### src/verilog/gpio_cfg_pkg.sv
package gpio_cfg_pkg;

    localparam int unsigned PIN_COUNT = 8;
    localparam int unsigned ADDR_W    = 12;

    // word-aligned byte offsets of the register map
    localparam logic [11:0] PIN_DIRECTION_OFFSET          = 12'h000;
    localparam logic [11:0] PULL_RESISTOR_ENABLE_OFFSET   = 12'h004;
    localparam logic [11:0] FUNCTION_SELECT_LOW_OFFSET    = 12'h008;
    localparam logic [11:0] FUNCTION_SELECT_HIGH_OFFSET   = 12'h00C;
    localparam logic [11:0] FUNCTION_SELECT_TOGGLE_OFFSET = 12'h010;
    localparam logic [11:0] IRQ_EDGE_SELECT_OFFSET        = 12'h014;
    localparam logic [11:0] IRQ_ENABLE_OFFSET             = 12'h018;
    localparam logic [11:0] IRQ_FLAGS_OFFSET              = 12'h01C;
    localparam logic [11:0] PIN_OUTPUT_VALUE_OFFSET       = 12'h020;
    localparam logic [11:0] EVENT_STATUS_OFFSET           = 12'h024;
    localparam logic [11:0] EVENT_CLEAR_OFFSET            = 12'h028;
    localparam logic [11:0] EVENT_ENABLE_OFFSET           = 12'h02C;

    localparam logic [7:0] PIN_DIRECTION_RESET        = 8'h00;
    localparam logic [7:0] PULL_RESISTOR_ENABLE_RESET = 8'h00;
    localparam logic [7:0] FUNCTION_SELECT_RESET      = 8'h00;
    localparam logic [7:0] IRQ_EDGE_SELECT_RESET      = 8'h00;
    localparam logic [7:0] IRQ_ENABLE_RESET           = 8'h00;
    localparam logic [7:0] IRQ_FLAGS_RESET            = 8'h00;
    localparam logic [7:0] PIN_OUTPUT_VALUE_RESET     = 8'h00;
    localparam logic [2:0] EVENT_RESET                = 3'h0;

    // event status bit positions
    localparam int unsigned EVT_EDGE_BIT    = 0;
    localparam int unsigned EVT_OVERRUN_BIT = 1;
    localparam int unsigned EVT_TOGGLE_BIT  = 2;

    // two-bit function code per pin
    localparam logic [1:0] FUNC_GPIO      = 2'h0;
    localparam logic [1:0] FUNC_PRIMARY   = 2'h1;
    localparam logic [1:0] FUNC_SECONDARY = 2'h2;
    localparam logic [1:0] FUNC_TERTIARY  = 2'h3;

    typedef struct packed {
        logic [7:0] out_value;
        logic [7:0] out_enable;
        logic [7:0] pull_enable;
        logic [7:0] pull_up;
    } pad_ctrl_type;

    typedef struct packed {
        logic [7:0] tertiary;
        logic [7:0] secondary;
        logic [7:0] primary;
    } periph_drive_type;

endpackage : gpio_cfg_pkg

### src/verilog/sync_bank.sv
`timescale 1ns/1ps
// two-stage synchroniser; the first stage feeds only the second
module sync_bank #(
    parameter int unsigned WIDTH = 8
) (
    input  wire logic             pclk,
    input  wire logic             presetn,
    input  wire logic [WIDTH-1:0] async_in,
    output logic      [WIDTH-1:0] sync_out
);
    logic [WIDTH-1:0] meta_reg;

    always_ff @(posedge pclk or negedge presetn)
    begin
        if (!presetn)
        begin
            meta_reg <= '0;
            sync_out <= '0;
        end
        else
        begin
            meta_reg <= async_in;
            sync_out <= meta_reg;
        end
    end
endmodule : sync_bank

### src/verilog/gpio_port_config_regs.sv
// Local design decisions: register access over APB and the address map.
`timescale 1ns/1ps
module gpio_port_config_regs (
    input  wire logic                           pclk,
    input  wire logic                           presetn,
    input  wire logic                           psel,
    input  wire logic                           penable,
    input  wire logic                           pwrite,
    input  wire logic [11:0]                    paddr,
    input  wire logic [31:0]                    pwdata,
    output logic      [31:0]                    prdata,
    output logic                                pready,
    output logic                                pslverr,
    input  wire logic [7:0]                     pin_in,
    input  wire gpio_cfg_pkg::periph_drive_type periph_drive,
    output gpio_cfg_pkg::pad_ctrl_type          pad_ctrl,
    output logic      [7:0]                     pin_level,
    output logic      [15:0]                    func_code,
    output logic                                irq
);

    logic [7:0]  dir_reg;
    logic [7:0]  ren_reg;
    logic [7:0]  sel_low_reg;
    logic [7:0]  sel_high_reg;
    logic [7:0]  ies_reg;
    logic [7:0]  ie_reg;
    logic [7:0]  flags_reg;
    logic [7:0]  out_reg;
    logic [2:0]  evt_status_reg;
    logic [2:0]  evt_enable_reg;
    logic [7:0]  prev_reg;
    logic [1:0]  warm_reg;
    logic [7:0]  armed;
    logic [7:0]  sync_level;
    logic [7:0]  rise;
    logic [7:0]  fall;
    logic [7:0]  edge_hit;
    logic [2:0]  evt_set;
    logic        wr_access;
    logic        setup;
    logic [31:0] rd_value;
    logic        rd_mapped;
    logic [7:0]  wdata;
    logic [7:0]  out_mux;

    assign setup     = psel && !penable;
    assign wr_access = psel && penable && pready && pwrite;
    assign wdata     = pwdata[7:0];

    sync_bank #(.WIDTH(8)) u_pin_sync (
        .pclk     (pclk),
        .presetn  (presetn),
        .async_in (pin_in),
        .sync_out (sync_level)
    );

    // sync stages and prev_reg leave reset low, so a pin already high would
    // look like a rising edge; edges count only once the pipe has filled
    assign armed    = {8{&warm_reg}};
    assign rise     = sync_level & ~prev_reg & armed;
    assign fall     = ~sync_level & prev_reg & armed;
    assign edge_hit = (rise & ~ies_reg) | (fall & ies_reg);

    always_ff @(posedge pclk or negedge presetn)
    begin
        if (!presetn)
        begin
            prev_reg <= 8'h00;
            warm_reg <= 2'h0;
        end
        else
        begin
            prev_reg <= sync_level;
            if (!(&warm_reg))
                warm_reg <= warm_reg + 2'h1;
        end
    end

    // plain read/write configuration registers
    always_ff @(posedge pclk or negedge presetn)
    begin
        if (!presetn)
        begin
            dir_reg <= gpio_cfg_pkg::PIN_DIRECTION_RESET;
            ren_reg <= gpio_cfg_pkg::PULL_RESISTOR_ENABLE_RESET;
            ies_reg <= gpio_cfg_pkg::IRQ_EDGE_SELECT_RESET;
            ie_reg  <= gpio_cfg_pkg::IRQ_ENABLE_RESET;
            out_reg <= gpio_cfg_pkg::PIN_OUTPUT_VALUE_RESET;
            evt_enable_reg <= gpio_cfg_pkg::EVENT_RESET;
        end
        else if (wr_access)
        begin
            unique case (paddr)
                gpio_cfg_pkg::PIN_DIRECTION_OFFSET:        dir_reg <= wdata;
                gpio_cfg_pkg::PULL_RESISTOR_ENABLE_OFFSET: ren_reg <= wdata;
                gpio_cfg_pkg::IRQ_EDGE_SELECT_OFFSET:      ies_reg <= wdata;
                gpio_cfg_pkg::IRQ_ENABLE_OFFSET:           ie_reg  <= wdata;
                gpio_cfg_pkg::PIN_OUTPUT_VALUE_OFFSET:     out_reg <= wdata;
                gpio_cfg_pkg::EVENT_ENABLE_OFFSET:  evt_enable_reg <= pwdata[2:0];
                default: ;
            endcase
        end
    end

    // select registers; the toggle write flips both halves in one edge so
    // software never sees a transient function code in between
    always_ff @(posedge pclk or negedge presetn)
    begin
        if (!presetn)
        begin
            sel_low_reg  <= gpio_cfg_pkg::FUNCTION_SELECT_RESET;
            sel_high_reg <= gpio_cfg_pkg::FUNCTION_SELECT_RESET;
        end
        else if (wr_access)
        begin
            if (paddr == gpio_cfg_pkg::FUNCTION_SELECT_LOW_OFFSET)
                sel_low_reg <= wdata;
            if (paddr == gpio_cfg_pkg::FUNCTION_SELECT_HIGH_OFFSET)
                sel_high_reg <= wdata;
            if (paddr == gpio_cfg_pkg::FUNCTION_SELECT_TOGGLE_OFFSET)
            begin
                sel_low_reg  <= sel_low_reg ^ wdata;
                sel_high_reg <= sel_high_reg ^ wdata;
            end
        end
    end

    // pin flags: an edge in the same cycle as a software write wins
    always_ff @(posedge pclk or negedge presetn)
    begin
        if (!presetn)
            flags_reg <= gpio_cfg_pkg::IRQ_FLAGS_RESET;
        else if (wr_access && paddr == gpio_cfg_pkg::IRQ_FLAGS_OFFSET)
            flags_reg <= wdata | edge_hit;
        else
            flags_reg <= flags_reg | edge_hit;
    end

    assign evt_set[gpio_cfg_pkg::EVT_EDGE_BIT]    = |edge_hit;
    assign evt_set[gpio_cfg_pkg::EVT_OVERRUN_BIT] = |(edge_hit & flags_reg);
    assign evt_set[gpio_cfg_pkg::EVT_TOGGLE_BIT]  =
        wr_access && paddr == gpio_cfg_pkg::FUNCTION_SELECT_TOGGLE_OFFSET;

    always_ff @(posedge pclk or negedge presetn)
    begin
        if (!presetn)
            evt_status_reg <= gpio_cfg_pkg::EVENT_RESET;
        else if (wr_access && paddr == gpio_cfg_pkg::EVENT_CLEAR_OFFSET)
            evt_status_reg <= (evt_status_reg & ~pwdata[2:0]) | evt_set;
        else
            evt_status_reg <= evt_status_reg | evt_set;
    end

    // interrupt line lags the flag and enable registers by one edge
    always_ff @(posedge pclk or negedge presetn)
    begin
        if (!presetn)
            irq <= 1'b0;
        else
            irq <= |(flags_reg & ie_reg) | |(evt_status_reg & evt_enable_reg);
    end

    // pad side
    always_comb
    begin
        out_mux = out_reg;
        for (int n = 0; n < 8; n++)
        begin
            unique case ({sel_high_reg[n], sel_low_reg[n]})
                gpio_cfg_pkg::FUNC_GPIO:      out_mux[n] = out_reg[n];
                gpio_cfg_pkg::FUNC_PRIMARY:   out_mux[n] = periph_drive.primary[n];
                gpio_cfg_pkg::FUNC_SECONDARY: out_mux[n] = periph_drive.secondary[n];
                gpio_cfg_pkg::FUNC_TERTIARY:  out_mux[n] = periph_drive.tertiary[n];
            endcase
        end
    end

    always_ff @(posedge pclk or negedge presetn)
    begin
        if (!presetn)
        begin
            pad_ctrl  <= '0;
            pin_level <= 8'h00;
            func_code <= 16'h0000;
        end
        else
        begin
            pad_ctrl.out_value   <= out_mux;
            pad_ctrl.out_enable  <= dir_reg;
            pad_ctrl.pull_enable <= ren_reg & ~dir_reg;
            pad_ctrl.pull_up     <= out_reg;
            pin_level            <= sync_level;
            for (int n = 0; n < 8; n++)
                func_code[2*n +: 2] <= {sel_high_reg[n], sel_low_reg[n]};
        end
    end

    // APB read mux; write-only locations answer zero
    always_comb
    begin
        rd_value  = 32'h0000_0000;
        rd_mapped = 1'b1;
        unique case (paddr)
            gpio_cfg_pkg::PIN_DIRECTION_OFFSET:          rd_value[7:0] = dir_reg;
            gpio_cfg_pkg::PULL_RESISTOR_ENABLE_OFFSET:   rd_value[7:0] = ren_reg;
            gpio_cfg_pkg::FUNCTION_SELECT_LOW_OFFSET:    rd_value[7:0] = sel_low_reg;
            gpio_cfg_pkg::FUNCTION_SELECT_HIGH_OFFSET:   rd_value[7:0] = sel_high_reg;
            gpio_cfg_pkg::FUNCTION_SELECT_TOGGLE_OFFSET: rd_value[7:0] = 8'h00;
            gpio_cfg_pkg::IRQ_EDGE_SELECT_OFFSET:        rd_value[7:0] = ies_reg;
            gpio_cfg_pkg::IRQ_ENABLE_OFFSET:             rd_value[7:0] = ie_reg;
            gpio_cfg_pkg::IRQ_FLAGS_OFFSET:              rd_value[7:0] = flags_reg;
            gpio_cfg_pkg::PIN_OUTPUT_VALUE_OFFSET:       rd_value[7:0] = out_reg;
            gpio_cfg_pkg::EVENT_STATUS_OFFSET:           rd_value[2:0] = evt_status_reg;
            gpio_cfg_pkg::EVENT_CLEAR_OFFSET:            rd_value[2:0] = 3'h0;
            gpio_cfg_pkg::EVENT_ENABLE_OFFSET:           rd_value[2:0] = evt_enable_reg;
            default:                                     rd_mapped     = 1'b0;
        endcase
    end

    // answer is prepared in the setup cycle so prdata comes from a flop;
    // this gives a zero-wait access phase
    always_ff @(posedge pclk or negedge presetn)
    begin
        if (!presetn)
        begin
            pready  <= 1'b0;
            pslverr <= 1'b0;
            prdata  <= 32'h0000_0000;
        end
        else if (setup)
        begin
            pready  <= 1'b1;
            pslverr <= !rd_mapped;
            prdata  <= pwrite ? 32'h0000_0000 : rd_value;
        end
        else
        begin
            pready  <= 1'b0;
            pslverr <= 1'b0;
            prdata  <= 32'h0000_0000;
        end
    end

    property p_dir_drive;
        @(posedge pclk) disable iff (!presetn)
        1'b1 |=> pad_ctrl.out_enable == $past(dir_reg);
    endproperty
    a_dir_drive: assert property (p_dir_drive) else $error("oe not from direction");

    property p_pull_enable;
        @(posedge pclk) disable iff (!presetn)
        1'b1 |=> pad_ctrl.pull_enable == ($past(ren_reg) & ~$past(dir_reg));
    endproperty
    a_pull_enable: assert property (p_pull_enable) else $error("pull enable wrong");

    property p_pull_dir;
        @(posedge pclk) disable iff (!presetn)
        wr_access && paddr == gpio_cfg_pkg::PIN_OUTPUT_VALUE_OFFSET
        |=> ##1 pad_ctrl.pull_up == $past(wdata, 2);
    endproperty
    a_pull_dir: assert property (p_pull_dir) else $error("pull direction wrong");

    property p_toggle;
        @(posedge pclk) disable iff (!presetn)
        wr_access && paddr == gpio_cfg_pkg::FUNCTION_SELECT_TOGGLE_OFFSET
        |=> sel_low_reg == ($past(sel_low_reg) ^ $past(wdata))
            && sel_high_reg == ($past(sel_high_reg) ^ $past(wdata));
    endproperty
    a_toggle: assert property (p_toggle) else $error("toggle write wrong");

    property p_toggle_reads_zero;
        @(posedge pclk) disable iff (!presetn)
        psel && penable && pready && !pwrite
        && paddr == gpio_cfg_pkg::FUNCTION_SELECT_TOGGLE_OFFSET |-> prdata == 32'h0000_0000;
    endproperty
    a_toggle_reads_zero: assert property (p_toggle_reads_zero) else $error("toggle read");

    property p_func_code;
        @(posedge pclk) disable iff (!presetn)
        1'b1 |=> func_code[11:10] == {$past(sel_high_reg[5]), $past(sel_low_reg[5])};
    endproperty
    a_func_code: assert property (p_func_code) else $error("function code order");

    property p_rise_flag;
        @(posedge pclk) disable iff (!presetn)
        |(rise & ~ies_reg) |=> (flags_reg & $past(rise & ~ies_reg)) == $past(rise & ~ies_reg);
    endproperty
    a_rise_flag: assert property (p_rise_flag) else $error("rising edge lost");

    property p_fall_flag;
        @(posedge pclk) disable iff (!presetn)
        |(fall & ies_reg) |=> (flags_reg & $past(fall & ies_reg)) == $past(fall & ies_reg);
    endproperty
    a_fall_flag: assert property (p_fall_flag) else $error("falling edge lost");

    property p_flag_write;
        @(posedge pclk) disable iff (!presetn)
        wr_access && paddr == gpio_cfg_pkg::IRQ_FLAGS_OFFSET && edge_hit == 8'h00
        |=> flags_reg == $past(wdata);
    endproperty
    a_flag_write: assert property (p_flag_write) else $error("flag write lost");

    property p_irq_level;
        @(posedge pclk) disable iff (!presetn)
        |(flags_reg & ie_reg) |=> irq;
    endproperty
    a_irq_level: assert property (p_irq_level) else $error("irq not raised");

    property p_irq_blocked;
        @(posedge pclk) disable iff (!presetn)
        ie_reg == 8'h00 && (evt_status_reg & evt_enable_reg) == 3'h0 |=> !irq;
    endproperty
    a_irq_blocked: assert property (p_irq_blocked) else $error("irq not masked");

    c_toggle: cover property (@(posedge pclk) disable iff (!presetn)
        wr_access && paddr == gpio_cfg_pkg::FUNCTION_SELECT_TOGGLE_OFFSET);
    c_rise: cover property (@(posedge pclk) disable iff (!presetn) |(rise & ~ies_reg));
    c_fall: cover property (@(posedge pclk) disable iff (!presetn) |(fall & ies_reg));
    c_irq: cover property (@(posedge pclk) disable iff (!presetn) $rose(irq));

endmodule : gpio_port_config_regs

### config.mk
export PLATFORM = sky130hd
export DESIGN_NAME = gpio_port_config_regs
export DESIGN_NICKNAME = d
export VERILOG_FILES = /design/src/verilog/gpio_cfg_pkg.sv /design/src/verilog/sync_bank.sv /design/src/verilog/gpio_port_config_regs.sv
export SDC_FILE = /design/constraint.sdc
export NUM_CORES = 1
export LEC_CHECK = 0
export ABC_AREA = 1
export BUFFER_PORTS_ARGS = -buffer_cell sky130_fd_sc_hd__buf_4
export CAP_MARGIN = 20
export CORE_ASPECT_RATIO = 0.8
export CORE_MARGIN = 4
export CORE_UTILIZATION = 50
export DETAILED_ROUTE_END_ITERATION = 10
export GPL_TIMING_DRIVEN = 0
export PLACE_DENSITY = 0.79
export SETUP_SLACK_MARGIN = 0.05
export SYNTH_ARGS = -nofsm -noshare
export SYNTH_HDL_FRONTEND = slang
export SYNTH_HIERARCHICAL = 1
export SYNTH_SLANG_ARGS = --single-unit
### constraint.sdc
create_clock -name pclk -period 2.1 [get_ports pclk]
set_clock_uncertainty 0.2 [all_clocks]
set_input_delay 0.21 -clock pclk [delete_from_list [all_inputs] [get_ports pclk]]
set_output_delay 0.21 -clock pclk [all_outputs]
set_load 0.01 [all_outputs]
==> impl_results.md <==
- Status: finished clean
- WL/cell: roughly 16 um
- Dpl hpwl: 13100 um
- Sink Count: 155
- Clock buffer count from CTS: 17
- CTS tree: built
- Total power: 0.00649 W
- Critical Path RT: about 2.2 ns
- Die Y-Extent: 112 um
- H-tree depth: 4
- Top_reg_cell synth: dfrtp_1
- Slew Limit Headroom: 57.0%
- Critical path type: input pin to flip-flop
- Post-route minimum period: 1.91 ns
- Antenna violations before repair: 0
- Vias in the first global route: 5677
- Yosys reg bits: 155
- Clock root buffer: clkbuf_16
- Largest net degree at the start of global routing: just under 90
- Top area cells in the synthesized netlist: dfrtp_1, nand2_1, o21ai_0, nand3_1, nor2_1
- DRC errors left: 0
- Fill cell count: 1022
- CTS clk-pin slew, worst paths: 0.06 ns
- Tcrit/Tclk final: 91.0%
- Cells after synthesis: 751
- Largest register FFs: 32
- Die ar.: 0.0155 mm^2
- Grt total ovfl: 0
- Routed WL: 18400 um
- Area post-placement: 0.00803 mm^2
- Antenna-violating nets left: 0
- Initial Utilization: 51.9%
- Total of max-cap violations: 0
- Area grow syn2layout: 32.7%
- First-pass GRT wire length: 29600 um
- Post-synth EDFFs: 0
- Critical Path AT: 2.01 ns
- Largest registers: pad_ctrl x32, func_code x16
- Gr usage total: 23.7%
- Crit path cell chain: dlygate4sd3_1, buf_4, nand4_2, inv_2, buf_2, nand2_2, nand2_1, nand2_1
- Slew @ Worst Pin: 0.645 ns
- Final core utilization: approximately 70%
- Final TNS setup: 0 ns
- Most common cell on crit path: nand2_1
- Share of the synthesized area in the top cell type: 57.3%
- Antenna diodes: 0
- Worst path bufs/invs: 4
- Layout Nets: roughly 1000
- Finished Cell Area: between 0.008 and 0.009 mm^2
- Synthesis Warnings: 6
- Largest Register: pad_ctrl
- Peak VDD IR: roughly 0.67 mV
- Chip width: 138 um
- Share of layout cells above drive strength 1: 23.7%
- Class of the worst hold path: input pin to flip-flop
- Distinct cell type count after synthesis: 31
- Setup crit end kind: flip-flop
- Synth area leader: dfrtp_1
- Core area: 0.0131 mm^2
- Slowest cell delay on critical path: between 0.5 and 0.6 ns
- Asr flop ratio synth: 100%
- IO buf count: 123
- Standard-cell rows: 37
- Count leader, synth: nand2_1
- Setup Viol. Count Final: 0
- Final count of pins violating max slew: 0
- RSZ-0062 raised after global routing: no
- CP max-delay cell: dlygate4sd3_1
- Clk buf depth: 2
- Avg Vias per Cell: 5.18
- Final Hold Viols: 0
- Most common library cells after synthesis: nand2_1, dfrtp_1, o21ai_0
- Crit start category: input pin
- CP max FO: 10
- Initial DRC Count: 525
- Worst path top cell family by delay: buffers and inverters
- FMAX: 524 MHz
- GPL Wtd Cong: around 0.96
- Clock Latency Late Sink: 0.42 ns
- Area of the multi-input gates: 0.00241 mm^2
- Vias: 5902
- # IOs: 172
- Cell area after synthesis: 0.00677 mm^2
- Post-synthesis sequential area ratio: 57.3%
- P per Cell Area: 722 mW/mm^2
- Pleak: 4.67 nW
- Avg Inst Size Synth: 9.02 um^2
- Register Area: 0.00388 mm^2
- First drt pass iteration count: 5
[cell families after synthesis]
logic type / Yosys count / share of synthesized area (%)
fa+ha+maj: 1 / 0.185
simple gates: 336 / 21.7
compound gates: 135 / 10.9
flops: 155 / 57.3
other cells: 1 / 0.0554
xor+xnor: 11 / 1.42
buf+inv: 112 / 8.46
[path summary, 6_finish.rpt]
check                                             from                     end  slack [ns]  depth (start not counted)
worst max register to register                  pready         sel_high_reg[3]        0.23                          6
worst max-delay path                              psel         sel_high_reg[3]        0.19                          8
worst min register to register  u_pin_sync/meta_reg[7]  u_pin_sync/sync_out[7]        0.15                          0
worst min-delay path                           penable       evt_status_reg[2]       0.004                          3
min in group asynchronous                      presetn            func_code[2]        0.15                          2
max in group asynchronous                      presetn  u_pin_sync/meta_reg[7]        0.70                          3
[worst min-delay path, delay by kind of cell]
kind / cells / cell delay (ns)
AOI/OAI and AO/OA: 1 / 0.10
buffers and inverters: 1 / 0.12
and+or+nand+nor: 1 / 0.14
[placed cells by master (no fill, tap or decap), types with 5 or more instances in the layout]
| master | synthesis | routed |
|---|---|---|
| buf_2 | 8 | 8 |
| inv_1 | 62 | 62 |
| dfrtp_1 | 155 | 155 |
| xor2_1 | 8 | 8 |
| inv_2 | 10 | 10 |
| o211ai_1 | 5 | 5 |
| nand2_1 | 172 | 172 |
| o22ai_1 | 5 | 5 |
| o21ai_0 | 72 | 72 |
| o21ai_1 | 24 | 24 |
| buf_4 | 26 | 148 |
| nand2_4 | 5 | 5 |
| buf_6 | 6 | 7 |
| nand2_2 | 9 | 9 |
| nor2_4 | 5 | 5 |
| dlygate4sd3_1 | 0 | 36 |
| clkbuf_16 | 0 | 17 |
| conb_1 | 1 | 24 |
| a21oi_1 | 19 | 19 |
| nand3_1 | 61 | 61 |
| nor2_1 | 71 | 71 |
[per-layer routing]
layer,vias to the layer above,track usage [%],part of all wire [%]
li1,2793,-,-
met1,2800,32.4,42
met2,272,36.8,46
met3,37,7.16,10
met4,0,7.31,1.9
met5,-,0,0
[metrics by stage]
step | std cells | setup slack [ns] | hold WS [ns]
final | 1140 | 0.190 | 0.00408
after global routing | 1140 | 0.127 | 0.0352
after CTS | 1140 | 0.256 | 0.00185
after detailed placement | 1073 | 0.173 | 0.0485
after global placement | 1072 | -0.102 | 0.119
after floorplan | 774 | 0.555 | -0.286
[timing repair]
action | CTS | global route
resized for setup | 0 | 0
setup buffers | 0 | 0
hold buffers | 36 | 0
endpoints found under the hold margin | 97 | 0
[where the power goes]
| part | switching [W] | internal [W] |
|---|---|---|
| Sequential | 0.0000140 | 0.00301 |
| Combinational | 0.000215 | 0.000177 |
| Clock | 0.00117 | 0.00189 |
| Total | 0.00140 | 0.00508 |
[final cells by class]
| cell class | count | area share (%) |
|---|---|---|
| Timing Repair Buffer | 160 | 14.6 |
| Inverter | 72 | 3.01 |
| Multi-Input combinational cell | 507 | 26.8 |
| Buffer | 40 | 3.37 |
| Clock inverter | 11 | 1.62 |
| Sequential cell | 155 | 43.2 |
| Tap cell | 175 | 2.44 |
| Clock buffer | 20 | 4.97 |
No activity file was read; power rests on OpenSTA's default activity.
